<file path="src/seq_defines.svh">
`ifndef SEQ_DEFINES_SVH
`define SEQ_DEFINES_SVH
`define CLK_HZ 40000000
`define CYC_PER_US (`CLK_HZ / 1000000)
`define TICK32_HZ 32000
`define CYC_PER_TICK32 (`CLK_HZ / `TICK32_HZ)
`define COMPUTE_A_US 68
`define COMPUTE_B_US 20
`define SLEEP_MIN_US 222
`define LED_ON_US 3
`define ADDR_MODE 8'h10
`define ADDR_PERIOD 8'h12
`define ADDR_A_DELAY 8'h30
`define ADDR_A_CNT 8'h31
`define ADDR_B_DELAY 8'h35
`define ADDR_B_CNT 8'h36
`define ADDR_RES_WIN 5'h0c
`define CNT_MSB 15
`define CNT_LSB 8
`define FLD_MSB 7
`define FLD_LSB 0
`define RST_MODE 2'h0
`define RST_PERIOD 16'h0008
`define RST_DELAY 16'h0020
`define RST_CNT 16'h0113
`endif

</file>
<file path="src/seq_pkg.sv">
package seq_pkg;
	typedef enum logic [2:0] {
		ST_SLEEP = 3'h0,
		ST_A_OFF = 3'h1,
		ST_A_PUL = 3'h3,
		ST_A_CMP = 3'h2,
		ST_B_OFF = 3'h6,
		ST_B_PUL = 3'h7,
		ST_B_CMP = 3'h5
	} state_e;
	typedef enum logic [1:0] {
		MODE_STANDBY = 2'h0,
		MODE_PROGRAM = 2'h1,
		MODE_NORMAL  = 2'h2
	} mode_e;
	typedef struct packed {
		logic [7:0] pulse_delay;
		logic [7:0] pulse_count;
		logic [7:0] pulse_spacing;
	} slot_cfg_s;
	typedef struct packed {
		logic [3:0][13:0] grp_hi;
		logic [3:0][13:0] grp_lo;
	} pd_sample_s;
	typedef logic [19:0] acc_t;
endpackage

</file>
<file path="src/dual_slot_led_sequencer.sv">
// Summary of operation
// [RULE1] every period runs slot A then slot B, each fully
// [RULE2] each slot keeps its own LED, front-end and result settings
// [RULE3] slot A active time is delay plus count times spacing
// [RULE4] slot B active time is delay plus count times spacing
// [RULE5] host keeps spacing at least twice integration window plus 11 us
// [RULE6] slot A compute interval of 68 us follows its pulses
// [RULE7] slot B compute interval of 20 us precedes sleep
// [RULE8] a disabled slot is skipped, pulses and compute both
// [RULE9] slot A first pulse delay in microseconds, low byte of slot_a_first_pulse_delay
// [RULE10] slot B first pulse delay in microseconds, low byte of slot_b_first_pulse_delay
// [RULE11] slot A pulse spacing in microseconds, low byte of slot_a_pulse_count_spacing
// [RULE12] slot B pulse spacing in microseconds, low byte of slot_b_pulse_count_spacing
// [RULE13] at least 222 us of sleep between periods
// [RULE14] host avoids delays below the minimum
// [RULE15] host avoids spacings below the minimum
// [RULE16] inputs form two groups of four sampled together
// [RULE17] each slot has its own readable result registers
// [RULE18] three LED drivers, each slot selects its own
// [RULE19] mode field: standby, program, normal; slots run only in normal
// [RULE20] pulse count 1 to 255, sample is sum of pulses
// [RULE21] periods started by a timer on a 32 kHz tick
// [RULE22] offsets, spacings and compute times count 1 us ticks
`timescale 1ns/1ps
`include "seq_defines.svh"
module dual_slot_led_sequencer (
	input  wire logic               clk,
	input  wire logic               srst,
	input  wire logic               reg_wr,
	input  wire logic               reg_rd,
	input  wire logic [7:0]         reg_addr,
	input  wire logic [15:0]        reg_wdata,
	output logic      [15:0]        reg_rdata,
	input  wire logic               slot_a_en,
	input  wire logic               slot_b_en,
	input  wire logic [1:0]         slot_a_led_sel,
	input  wire logic [1:0]         slot_b_led_sel,
	input  wire logic               slot_a_pd_sel,
	input  wire logic               slot_b_pd_sel,
	input  wire seq_pkg::pd_sample_s photodiode_inputs,
	output logic      [2:0]         led_drive,
	output logic                    slot_a_done,
	output logic                    slot_b_done,
	output logic                    seq_busy
);
	// 9-bit compare so a full byte limit never wraps
	function automatic logic reached(input logic [7:0] cnt, input logic [7:0] lim);
		reached = ({1'b0, cnt} + 9'h001) >= {1'b0, lim};
	endfunction
	function automatic logic [2:0] led_hot(input logic [1:0] sel);
		led_hot = (sel == 2'h0) ? 3'h0 : 3'(3'h1 << (sel - 2'h1));
	endfunction
	// burst sums saturate rather than wrap at long counts
	function automatic seq_pkg::acc_t sat_add(input seq_pkg::acc_t a, input logic [13:0] b);
		logic [20:0] s;
		s = {1'b0, a} + {7'h00, b};
		sat_add = s[20] ? 20'hfffff : s[19:0];
	endfunction

	logic [5:0]             us_div_ff, nxt_us_div;
	logic [10:0]            t32_div_ff, nxt_t32_div;
	logic                   us_tick, tick32;
	logic [1:0]             mode_ff, nxt_mode;
	logic [15:0]            period_reg_ff, nxt_period_reg;
	logic [15:0]            dly_a_ff, nxt_dly_a, cnt_a_ff, nxt_cnt_a;
	logic [15:0]            dly_b_ff, nxt_dly_b, cnt_b_ff, nxt_cnt_b;
	seq_pkg::state_e        state_ff, nxt_state;
	logic [7:0]             phase_ff, nxt_phase, pulse_ff, nxt_pulse;
	logic [7:0]             sleep_ff, nxt_sleep;
	logic [15:0]            period_ff, nxt_period;
	logic                   pend_ff, nxt_pend;
	logic                   clr_a, clr_b, cap, fin_a, fin_b, in_b, normal;
	seq_pkg::slot_cfg_s     cfg_a, cfg_b, cur;
	logic [7:0]             eff_count;
	logic                   first_slot_led_strobe, second_slot_led_strobe;
	seq_pkg::acc_t          acc_ff [0:1][0:3];
	seq_pkg::acc_t          nxt_acc [0:1][0:3];
	seq_pkg::acc_t          res_ff [0:1][0:3];
	seq_pkg::acc_t          nxt_res [0:1][0:3];
	logic [15:0]            rdata_ff, nxt_rdata;
	logic [2:0]             led_ff, nxt_led;
	logic                   done_a_ff, done_b_ff;

	// 1 us and 32 kHz enables from the one system clock
	assign us_tick = (us_div_ff == 6'(`CYC_PER_US - 1));
	assign tick32 = (t32_div_ff == 11'(`CYC_PER_TICK32 - 1));
	always_comb
	begin
		nxt_us_div = us_tick ? 6'h00 : us_div_ff + 6'h01;
		nxt_t32_div = tick32 ? 11'h000 : t32_div_ff + 11'h001;
	end
	always_ff @(posedge clk)
	begin
		if (srst)
		begin
			us_div_ff <= 6'h00;
			t32_div_ff <= 11'h000;
		end
		else
		begin
			us_div_ff <= nxt_us_div;
			t32_div_ff <= nxt_t32_div;
		end
	end

	// register writes; slot timing only changes in program mode so a
	// running period never sees half-updated settings
	always_comb
	begin
		nxt_mode = mode_ff;
		nxt_period_reg = period_reg_ff;
		nxt_dly_a = dly_a_ff;
		nxt_cnt_a = cnt_a_ff;
		nxt_dly_b = dly_b_ff;
		nxt_cnt_b = cnt_b_ff;
		if (reg_wr)
		begin
			if (reg_addr == `ADDR_MODE)
				nxt_mode = reg_wdata[1:0];
			if (mode_ff == seq_pkg::MODE_PROGRAM)
			begin
				case (reg_addr)
					`ADDR_PERIOD: nxt_period_reg = reg_wdata;
					`ADDR_A_DELAY: nxt_dly_a = reg_wdata;
					`ADDR_A_CNT: nxt_cnt_a = reg_wdata;
					`ADDR_B_DELAY: nxt_dly_b = reg_wdata;
					`ADDR_B_CNT: nxt_cnt_b = reg_wdata;
					default: nxt_period_reg = period_reg_ff;
				endcase
			end
		end
	end
	always_ff @(posedge clk)
	begin
		if (srst)
		begin
			mode_ff <= `RST_MODE;
			period_reg_ff <= `RST_PERIOD;
			dly_a_ff <= `RST_DELAY;
			cnt_a_ff <= `RST_CNT;
			dly_b_ff <= `RST_DELAY;
			cnt_b_ff <= `RST_CNT;
		end
		else
		begin
			mode_ff <= nxt_mode;
			period_reg_ff <= nxt_period_reg;
			dly_a_ff <= nxt_dly_a;
			cnt_a_ff <= nxt_cnt_a;
			dly_b_ff <= nxt_dly_b;
			cnt_b_ff <= nxt_cnt_b;
		end
	end

	// [RULE2] independent slot settings
	// [RULE9] [RULE10] [RULE11] [RULE12] delay and spacing fields
	assign cfg_a = '{dly_a_ff[`FLD_MSB:`FLD_LSB], cnt_a_ff[`CNT_MSB:`CNT_LSB],
		cnt_a_ff[`FLD_MSB:`FLD_LSB]};
	assign cfg_b = '{dly_b_ff[`FLD_MSB:`FLD_LSB], cnt_b_ff[`CNT_MSB:`CNT_LSB],
		cnt_b_ff[`FLD_MSB:`FLD_LSB]};
	assign in_b = (state_ff == seq_pkg::ST_B_OFF) || (state_ff == seq_pkg::ST_B_PUL)
		|| (state_ff == seq_pkg::ST_B_CMP);
	assign cur = in_b ? cfg_b : cfg_a;
	// [RULE20] zero count runs one pulse
	assign eff_count = (cur.pulse_count == 8'h00) ? 8'h01 : cur.pulse_count;
	assign normal = (mode_ff == seq_pkg::MODE_NORMAL);

	// sequencer: all phase timing advances on the 1 us enable only
	always_comb
	begin
		nxt_state = state_ff;
		nxt_phase = phase_ff;
		nxt_pulse = pulse_ff;
		nxt_sleep = sleep_ff;
		nxt_period = period_ff;
		nxt_pend = pend_ff;
		clr_a = 1'b0;
		clr_b = 1'b0;
		cap = 1'b0;
		fin_a = 1'b0;
		fin_b = 1'b0;
		// [RULE19] sequencing only in normal mode
		if (!normal)
		begin
			nxt_state = seq_pkg::ST_SLEEP;
			nxt_phase = 8'h00;
			nxt_pulse = 8'h00;
			nxt_sleep = 8'h00;
			nxt_period = 16'h0000;
			nxt_pend = 1'b0;
		end
		else
		begin
			// [RULE22] microsecond tick stepping
			if (us_tick)
			begin
				nxt_phase = phase_ff + 8'h01;
				case (state_ff)
					seq_pkg::ST_SLEEP:
					begin
						nxt_phase = 8'h00;
						if (sleep_ff < 8'(`SLEEP_MIN_US))
							nxt_sleep = sleep_ff + 8'h01;
						// [RULE13] minimum sleep before start
						if (sleep_ff >= 8'(`SLEEP_MIN_US) && pend_ff && (slot_a_en || slot_b_en))
						begin
							nxt_pend = 1'b0;
							// [RULE8] skip a disabled slot
							nxt_state = slot_a_en ? seq_pkg::ST_A_OFF : seq_pkg::ST_B_OFF;
							clr_a = slot_a_en;
							clr_b = !slot_a_en;
						end
					end
					seq_pkg::ST_A_OFF, seq_pkg::ST_B_OFF:
					begin
						// [RULE9] [RULE10] first pulse delay
						if (reached(phase_ff, cur.pulse_delay))
						begin
							nxt_phase = 8'h00;
							nxt_state = in_b ? seq_pkg::ST_B_PUL : seq_pkg::ST_A_PUL;
						end
					end
					seq_pkg::ST_A_PUL, seq_pkg::ST_B_PUL:
					begin
						cap = (phase_ff == 8'(`LED_ON_US - 1));
						// [RULE3] [RULE4] count times spacing
						if (reached(phase_ff, cur.pulse_spacing))
						begin
							nxt_phase = 8'h00;
							nxt_pulse = pulse_ff + 8'h01;
							if (reached(pulse_ff, eff_count))
							begin
								nxt_pulse = 8'h00;
								nxt_state = in_b ? seq_pkg::ST_B_CMP : seq_pkg::ST_A_CMP;
							end
						end
					end
					seq_pkg::ST_A_CMP:
					begin
						// [RULE6] slot A compute time
						if (reached(phase_ff, 8'(`COMPUTE_A_US)))
						begin
							fin_a = 1'b1;
							nxt_phase = 8'h00;
							nxt_sleep = 8'h00;
							// [RULE1] slot B follows slot A
							nxt_state = slot_b_en ? seq_pkg::ST_B_OFF : seq_pkg::ST_SLEEP;
							clr_b = slot_b_en;
						end
					end
					seq_pkg::ST_B_CMP:
					begin
						// [RULE7] slot B compute time
						if (reached(phase_ff, 8'(`COMPUTE_B_US)))
						begin
							fin_b = 1'b1;
							nxt_phase = 8'h00;
							nxt_sleep = 8'h00;
							nxt_state = seq_pkg::ST_SLEEP;
						end
					end
					default: nxt_state = seq_pkg::ST_SLEEP;
				endcase
			end
			// [RULE21] sample timer, set wins over the start clear
			if (tick32)
			begin
				nxt_period = period_ff + 16'h0001;
				if ({1'b0, period_ff} + 17'h00001 >= {1'b0, period_reg_ff})
				begin
					nxt_period = 16'h0000;
					nxt_pend = 1'b1;
				end
			end
		end
	end
	always_ff @(posedge clk)
	begin
		if (srst)
		begin
			state_ff <= seq_pkg::ST_SLEEP;
			phase_ff <= 8'h00;
			pulse_ff <= 8'h00;
			sleep_ff <= 8'h00;
			period_ff <= 16'h0000;
			pend_ff <= 1'b0;
		end
		else
		begin
			state_ff <= nxt_state;
			phase_ff <= nxt_phase;
			pulse_ff <= nxt_pulse;
			sleep_ff <= nxt_sleep;
			period_ff <= nxt_period;
			pend_ff <= nxt_pend;
		end
	end

	// LED strobes lead the integration window of each pulse
	assign first_slot_led_strobe = (state_ff == seq_pkg::ST_A_PUL) &&
		(phase_ff < 8'(`LED_ON_US));
	assign second_slot_led_strobe = (state_ff == seq_pkg::ST_B_PUL) &&
		(phase_ff < 8'(`LED_ON_US));

	// datapath: burst sums, results, LED drive and read data
	always_comb
	begin
		nxt_acc = acc_ff;
		nxt_res = res_ff;
		nxt_rdata = rdata_ff;
		// [RULE18] per-slot driver select
		nxt_led = 3'h0;
		if (first_slot_led_strobe)
			nxt_led = led_hot(slot_a_led_sel);
		if (second_slot_led_strobe)
			nxt_led = led_hot(slot_b_led_sel);
		for (int c = 0; c < 4; c++)
		begin
			if (clr_a)
				nxt_acc[0][c] = 20'h00000;
			if (clr_b)
				nxt_acc[1][c] = 20'h00000;
			// [RULE16] four channels captured together
			// [RULE20] sample sums every pulse
			if (cap && !in_b)
				nxt_acc[0][c] = sat_add(acc_ff[0][c], slot_a_pd_sel ?
					photodiode_inputs.grp_hi[c] : photodiode_inputs.grp_lo[c]);
			if (cap && in_b)
				nxt_acc[1][c] = sat_add(acc_ff[1][c], slot_b_pd_sel ?
					photodiode_inputs.grp_hi[c] : photodiode_inputs.grp_lo[c]);
			// [RULE17] separate result storage
			if (fin_a)
				nxt_res[0][c] = acc_ff[0][c];
			if (fin_b)
				nxt_res[1][c] = acc_ff[1][c];
		end
		if (reg_rd)
		begin
			case (reg_addr)
				`ADDR_MODE: nxt_rdata = {14'h0000, mode_ff};
				`ADDR_PERIOD: nxt_rdata = period_reg_ff;
				`ADDR_A_DELAY: nxt_rdata = dly_a_ff;
				`ADDR_A_CNT: nxt_rdata = cnt_a_ff;
				`ADDR_B_DELAY: nxt_rdata = dly_b_ff;
				`ADDR_B_CNT: nxt_rdata = cnt_b_ff;
				default: nxt_rdata = 16'h0000;
			endcase
			// results clip to 16 bits when read
			if (reg_addr[7:3] == `ADDR_RES_WIN)
				nxt_rdata = (res_ff[reg_addr[2]][reg_addr[1:0]][19:16] != 4'h0) ? 16'hffff :
					res_ff[reg_addr[2]][reg_addr[1:0]][15:0];
		end
	end
	always_ff @(posedge clk)
	begin
		if (srst)
		begin
			for (int s = 0; s < 2; s++)
				for (int c = 0; c < 4; c++)
				begin
					acc_ff[s][c] <= 20'h00000;
					res_ff[s][c] <= 20'h00000;
				end
			rdata_ff <= 16'h0000;
			led_ff <= 3'h0;
			done_a_ff <= 1'b0;
			done_b_ff <= 1'b0;
		end
		else
		begin
			acc_ff <= nxt_acc;
			res_ff <= nxt_res;
			rdata_ff <= nxt_rdata;
			led_ff <= nxt_led;
			done_a_ff <= fin_a;
			done_b_ff <= fin_b;
		end
	end
	assign reg_rdata = rdata_ff;
	assign led_drive = led_ff;
	assign slot_a_done = done_a_ff;
	assign slot_b_done = done_b_ff;
	assign seq_busy = (state_ff != seq_pkg::ST_SLEEP);
endmodule // dual_slot_led_sequencer

</file>
<file path="config.mk">
export PLATFORM = sky130hd
export DESIGN_NAME = dual_slot_led_sequencer
export DESIGN_NICKNAME = d
export VERILOG_FILES = /design/src/seq_pkg.sv /design/src/dual_slot_led_sequencer.sv
export VERILOG_INCLUDE_DIRS = /design/src
export SDC_FILE = /design/constraint.sdc
export NUM_CORES = 2
export LEC_CHECK = 0
export ABC_AREA = 1
export BUFFER_PORTS_ARGS = -buffer_cell sky130_fd_sc_hd__buf_2
export CORE_ASPECT_RATIO = 1.2
export CORE_MARGIN = 2
export CORE_UTILIZATION = 30
export CTS_CLUSTER_DIAMETER = 200
export DETAILED_ROUTE_END_ITERATION = 10
export GPL_TIMING_DRIVEN = 0
export SLEW_MARGIN = 25
export SYNTH_ARGS = -nofsm -noshare
export SYNTH_HDL_FRONTEND = slang
export SYNTH_SLANG_ARGS = --single-unit
</file>
<file path="constraint.sdc">
create_clock -name clk -period 3.6 [get_ports clk]
set_input_delay 0.36 -clock clk [delete_from_list [all_inputs] [get_ports clk]]
set_output_delay 0.36 -clock clk [all_outputs]
set_load 0.005 [all_outputs]
</file>
==> flow_metrics.py <==
metrics = {
    "outcome": {
        "status": "completed",
    },
    "floorplan": {
        "die_h_um": 348,
        "die_w_um": 291,
        "dieArea_um2": 101000,
        "io_pins": 170,
        "start_util": 0.302,
        "design.core.area_um2": 98100,
        "rows": 126,
    },
    "yosys": {
        "async_reset_ff_frac": 0,
        "seq_area_frac_synth": 0.327,
        "synth-main-ff-cell": "dfxtp_1",
        "ys_types": 46,
        "syn_inst": 4458,
        "synth_warnings": 0,
        "avgSynthCellArea_um2": 6.64,
        "ys_seq_elements": 484,
        "synth_edf_count": 0,
        "synth_nets": 4775,
        "synth_area_um2": 29600,
    },
    "setup_path": {
        "cpPeakStageDelay_ns": 0.52,
        "cp-start-kind": "input pin",
        "worst_setup_path_end_kind": "register",
        "crit_slowest_cell": "clkbuf_2",
        "criticalPathCategory": "in -> reg",
        "cp_max_fo": 10,
        "critPathMostFrequentCell": "nand2_1",
        "crit_required_ns": 4.15,
        "crit_arrival_ns": 3.91,
        "cp_cell_sequence": "buf_2, clkbuf_2, o21ai_0, fa_1, nand3b_1, nand2_1, nand2_1, nand2_2, nand3_1, nand2_1, nand4_2, inv_1, buf_2, o21ai_0, a21oi_1",
    },
    "sta": {
        "skew_ns": 0.0219,
        "layout_min_cycle_time_ns": 3.35,
        "worst_slack_ns": 0.248,
        "finalHoldViolations": 0,
        "fmax_ghz": 0.298,
        "worst-slew-pin-transition_ns": 1.14,
        "rsz0062_at_grt": "false",
        "finalSetupViolations": 0,
        "period_share": 0.931,
        "slew_headroom": 0.243,
        "drv_slew": 0,
    },
    "layout": {
        "drive_above_1_share": 0.0874,
        "register_area_um2": 9690,
        "multiInputGateArea_um2": 17300,
        "areaGrowthSynthToFinish_pct": 15.0,
        "fill_cells": 10900,
        "finalInstanceArea_um2": 34000,
        "layout.cells.most_common": "nand2_1",
        "fin_nets": 4999,
        "mostFrequentLayoutCells": "nand2_1, o21ai_0, nor2_1",
    },
    "flow_run": {
        "maxCapViolCount": 0,
    },
    "power_and_ir_drop": {
        "switching_power_mw": 3.20,
        "internal_power_mw": 9.35,
        "vdd_drop_max_mv": 0.372,
        "clockPowerShare": 0.490,
        "p_sw_frac": 0.255,
        "p_seq_frac": 0.429,
        "combPwrFrac": 0.081,
        "p_leak_nw": 14.5,
        "pwr_density_cell_nw_per_um2": 369,
    },
    "clocking": {
        "cts_buffer_depth": 3,
        "numCtsBuffers": 55,
        "h-tree-depth": 2,
        "cts_root_buf": "clkbuf_16",
        "cts_sinks": 484,
        "path_clk_slew_ns": 0.06,
        "cts_tree": "yes",
        "clk_latency_ns": 0.64,
    },
    "routing": {
        "wl_mm": 116,
        "num_vias": 31200,
        "drt_iter0_drc": 2669,
        "drt-met1-wl_mm": 47.8,
        "ant_nets": 0,
        "drc_errors": 0,
        "wl_per_cell_um": 19.2,
        "detail_route.first_pass.iterations": 8,
        "wl_met2_mm": 55.7,
        "vias_per_cell": 5.19,
        "top_layer": "met4",
        "wl_met3_mm": 6.05,
    },
    "global_routing": {
        "grt_max_degree": 15,
        "first_global_vias": 28900,
        "gr-total-overflow": 0,
        "track_usage": 0.219,
        "antenna_found_initial": 4,
        "grt_pass1_wl_mm": 171,
    },
    "placement": {
        "gp_congestion": 0.982,
        "io_buffers": 165,
        "dpl_worst_slack_ns": -1.01,
        "dp_hpwl_mm": 92.4,
        "postPlaceCellArea_um2": 32000,
    },
    "min_path": {
        "hold_class": "in -> reg",
    },
}
[layer usage]
metal / global-route usage / vias up
li1: - / 15400
met1: 0.266 / 14600
met2: 0.386 / 1012
met3: 0.0232 / 231
met4: 0.105 / 0
met5: 0 / -
[power groups by stage]
stage	registers, mW	clock network, mW	logic, mW
finish	5.39	6.15	1.01
global route	5.39	6.42	1.11
CTS	5.39	6.20	1.01
detailed placement	5.51	0	1.00
global placement	5.51	0	0.998
floorplan	5.50	0	0.582
[cell type report]
type,instances,area share
timing repair buffer,167,0.0248
inverter,428,0.0473
sequential,484,0.285
buffer,212,0.0299
antenna,3,0.000221
clock inverter,28,0.0108
multi-input combinational,3334,0.509
clock buffer,74,0.0467
tap,1280,0.0471
[registers in the layout, indices dropped and copies added, names as in the netlist, 6 cells and up]
register / cells
sleep_ff: 8
t32_div_ff: 11
us_div_ff: 6
period_reg_ff: 16
period_ff: 16
cnt_a_ff: 16
reg_rdata: 16
dly_b_ff: 16
res_ff: 160
acc_ff: 160
phase_ff: 8
cnt_b_ff: 16
pulse_ff: 8
dly_a_ff: 16
[Yosys cell counts, types with 23 or more instances]
cell type | instances | area share
nor3_1 | 39 | 0.0066
o21ai_0 | 571 | 0.097
nand3_1 | 283 | 0.048
xnor2_1 | 39 | 0.012
nand2_1 | 843 | 0.11
buf_2 | 43 | 0.0073
ha_1 | 161 | 0.068
a211oi_1 | 23 | 0.0058
xor2_1 | 62 | 0.018
nand4_1 | 50 | 0.011
o22ai_1 | 34 | 0.0072
clkbuf_1 | 129 | 0.016
inv_1 | 416 | 0.053
dfxtp_1 | 484 | 0.33
a21oi_1 | 488 | 0.083
nor2_1 | 569 | 0.072
[worst paths after layout]
path,from,endpoint,slack [ns],depth (start not counted)
worst min-delay path,slot_a_led_sel[1],led_drive[2],0.02,3
worst max-delay path,slot_a_pd_sel,acc_ff[115],0.25,15
worst max register to register,state_ff[2],pulse_ff[0],0.31,16
worst min register to register,dly_b_ff[9],dly_b_ff[9],0.46,2
[worst max-delay path: cells and delay by family]
kind                     cells  cell delay, ns
AO/OA/AOI/OAI                3            0.52
adder cells (fa/ha/maj)      1            0.47
buffers and inverters        4            1.35
AND/OR/NAND/NOR              7            1.16
[kinds of logic (layout without fill, tap and decap cells)]
logic type | after synthesis | count (layout) | share of synthesized area
buffers and inverters | 640 | 909 | 0.0881
xor gates and xnor gates | 101 | 101 | 0.0299
and+or+nand+nor | 1857 | 1857 | 0.263
adders and majority gates | 169 | 169 | 0.0735
AOI/OAI and AO/OA | 1207 | 1207 | 0.218
DFF | 484 | 484 | 0.327
other | 0 | 3 | 0
[metrics by stage]
step	cells	hold slack [ns]	total power, mW	util	TNS (ns)
CTS	6006	0.00350	12.6	0.347	0
detailed placement	5903	0.448	6.51	0.327	-115.11
global route	6008	0.0286	12.9	0.347	0
floorplan	4458	0.425	6.08	-	0
global placement	5903	0.439	6.50	0.327	-139.77
finish	6010	0.0233	12.5	0.347	0
[what timing repair did]
action,4_1_cts,5_1_grt
endpoints found under the setup margin,97,67
setup buffers,0,1
pin swaps,0,1
hold buffers,1,0
endpoints found under the hold margin,1,0
gates resized for setup,5,17
(Power assumes the default switching activity.)
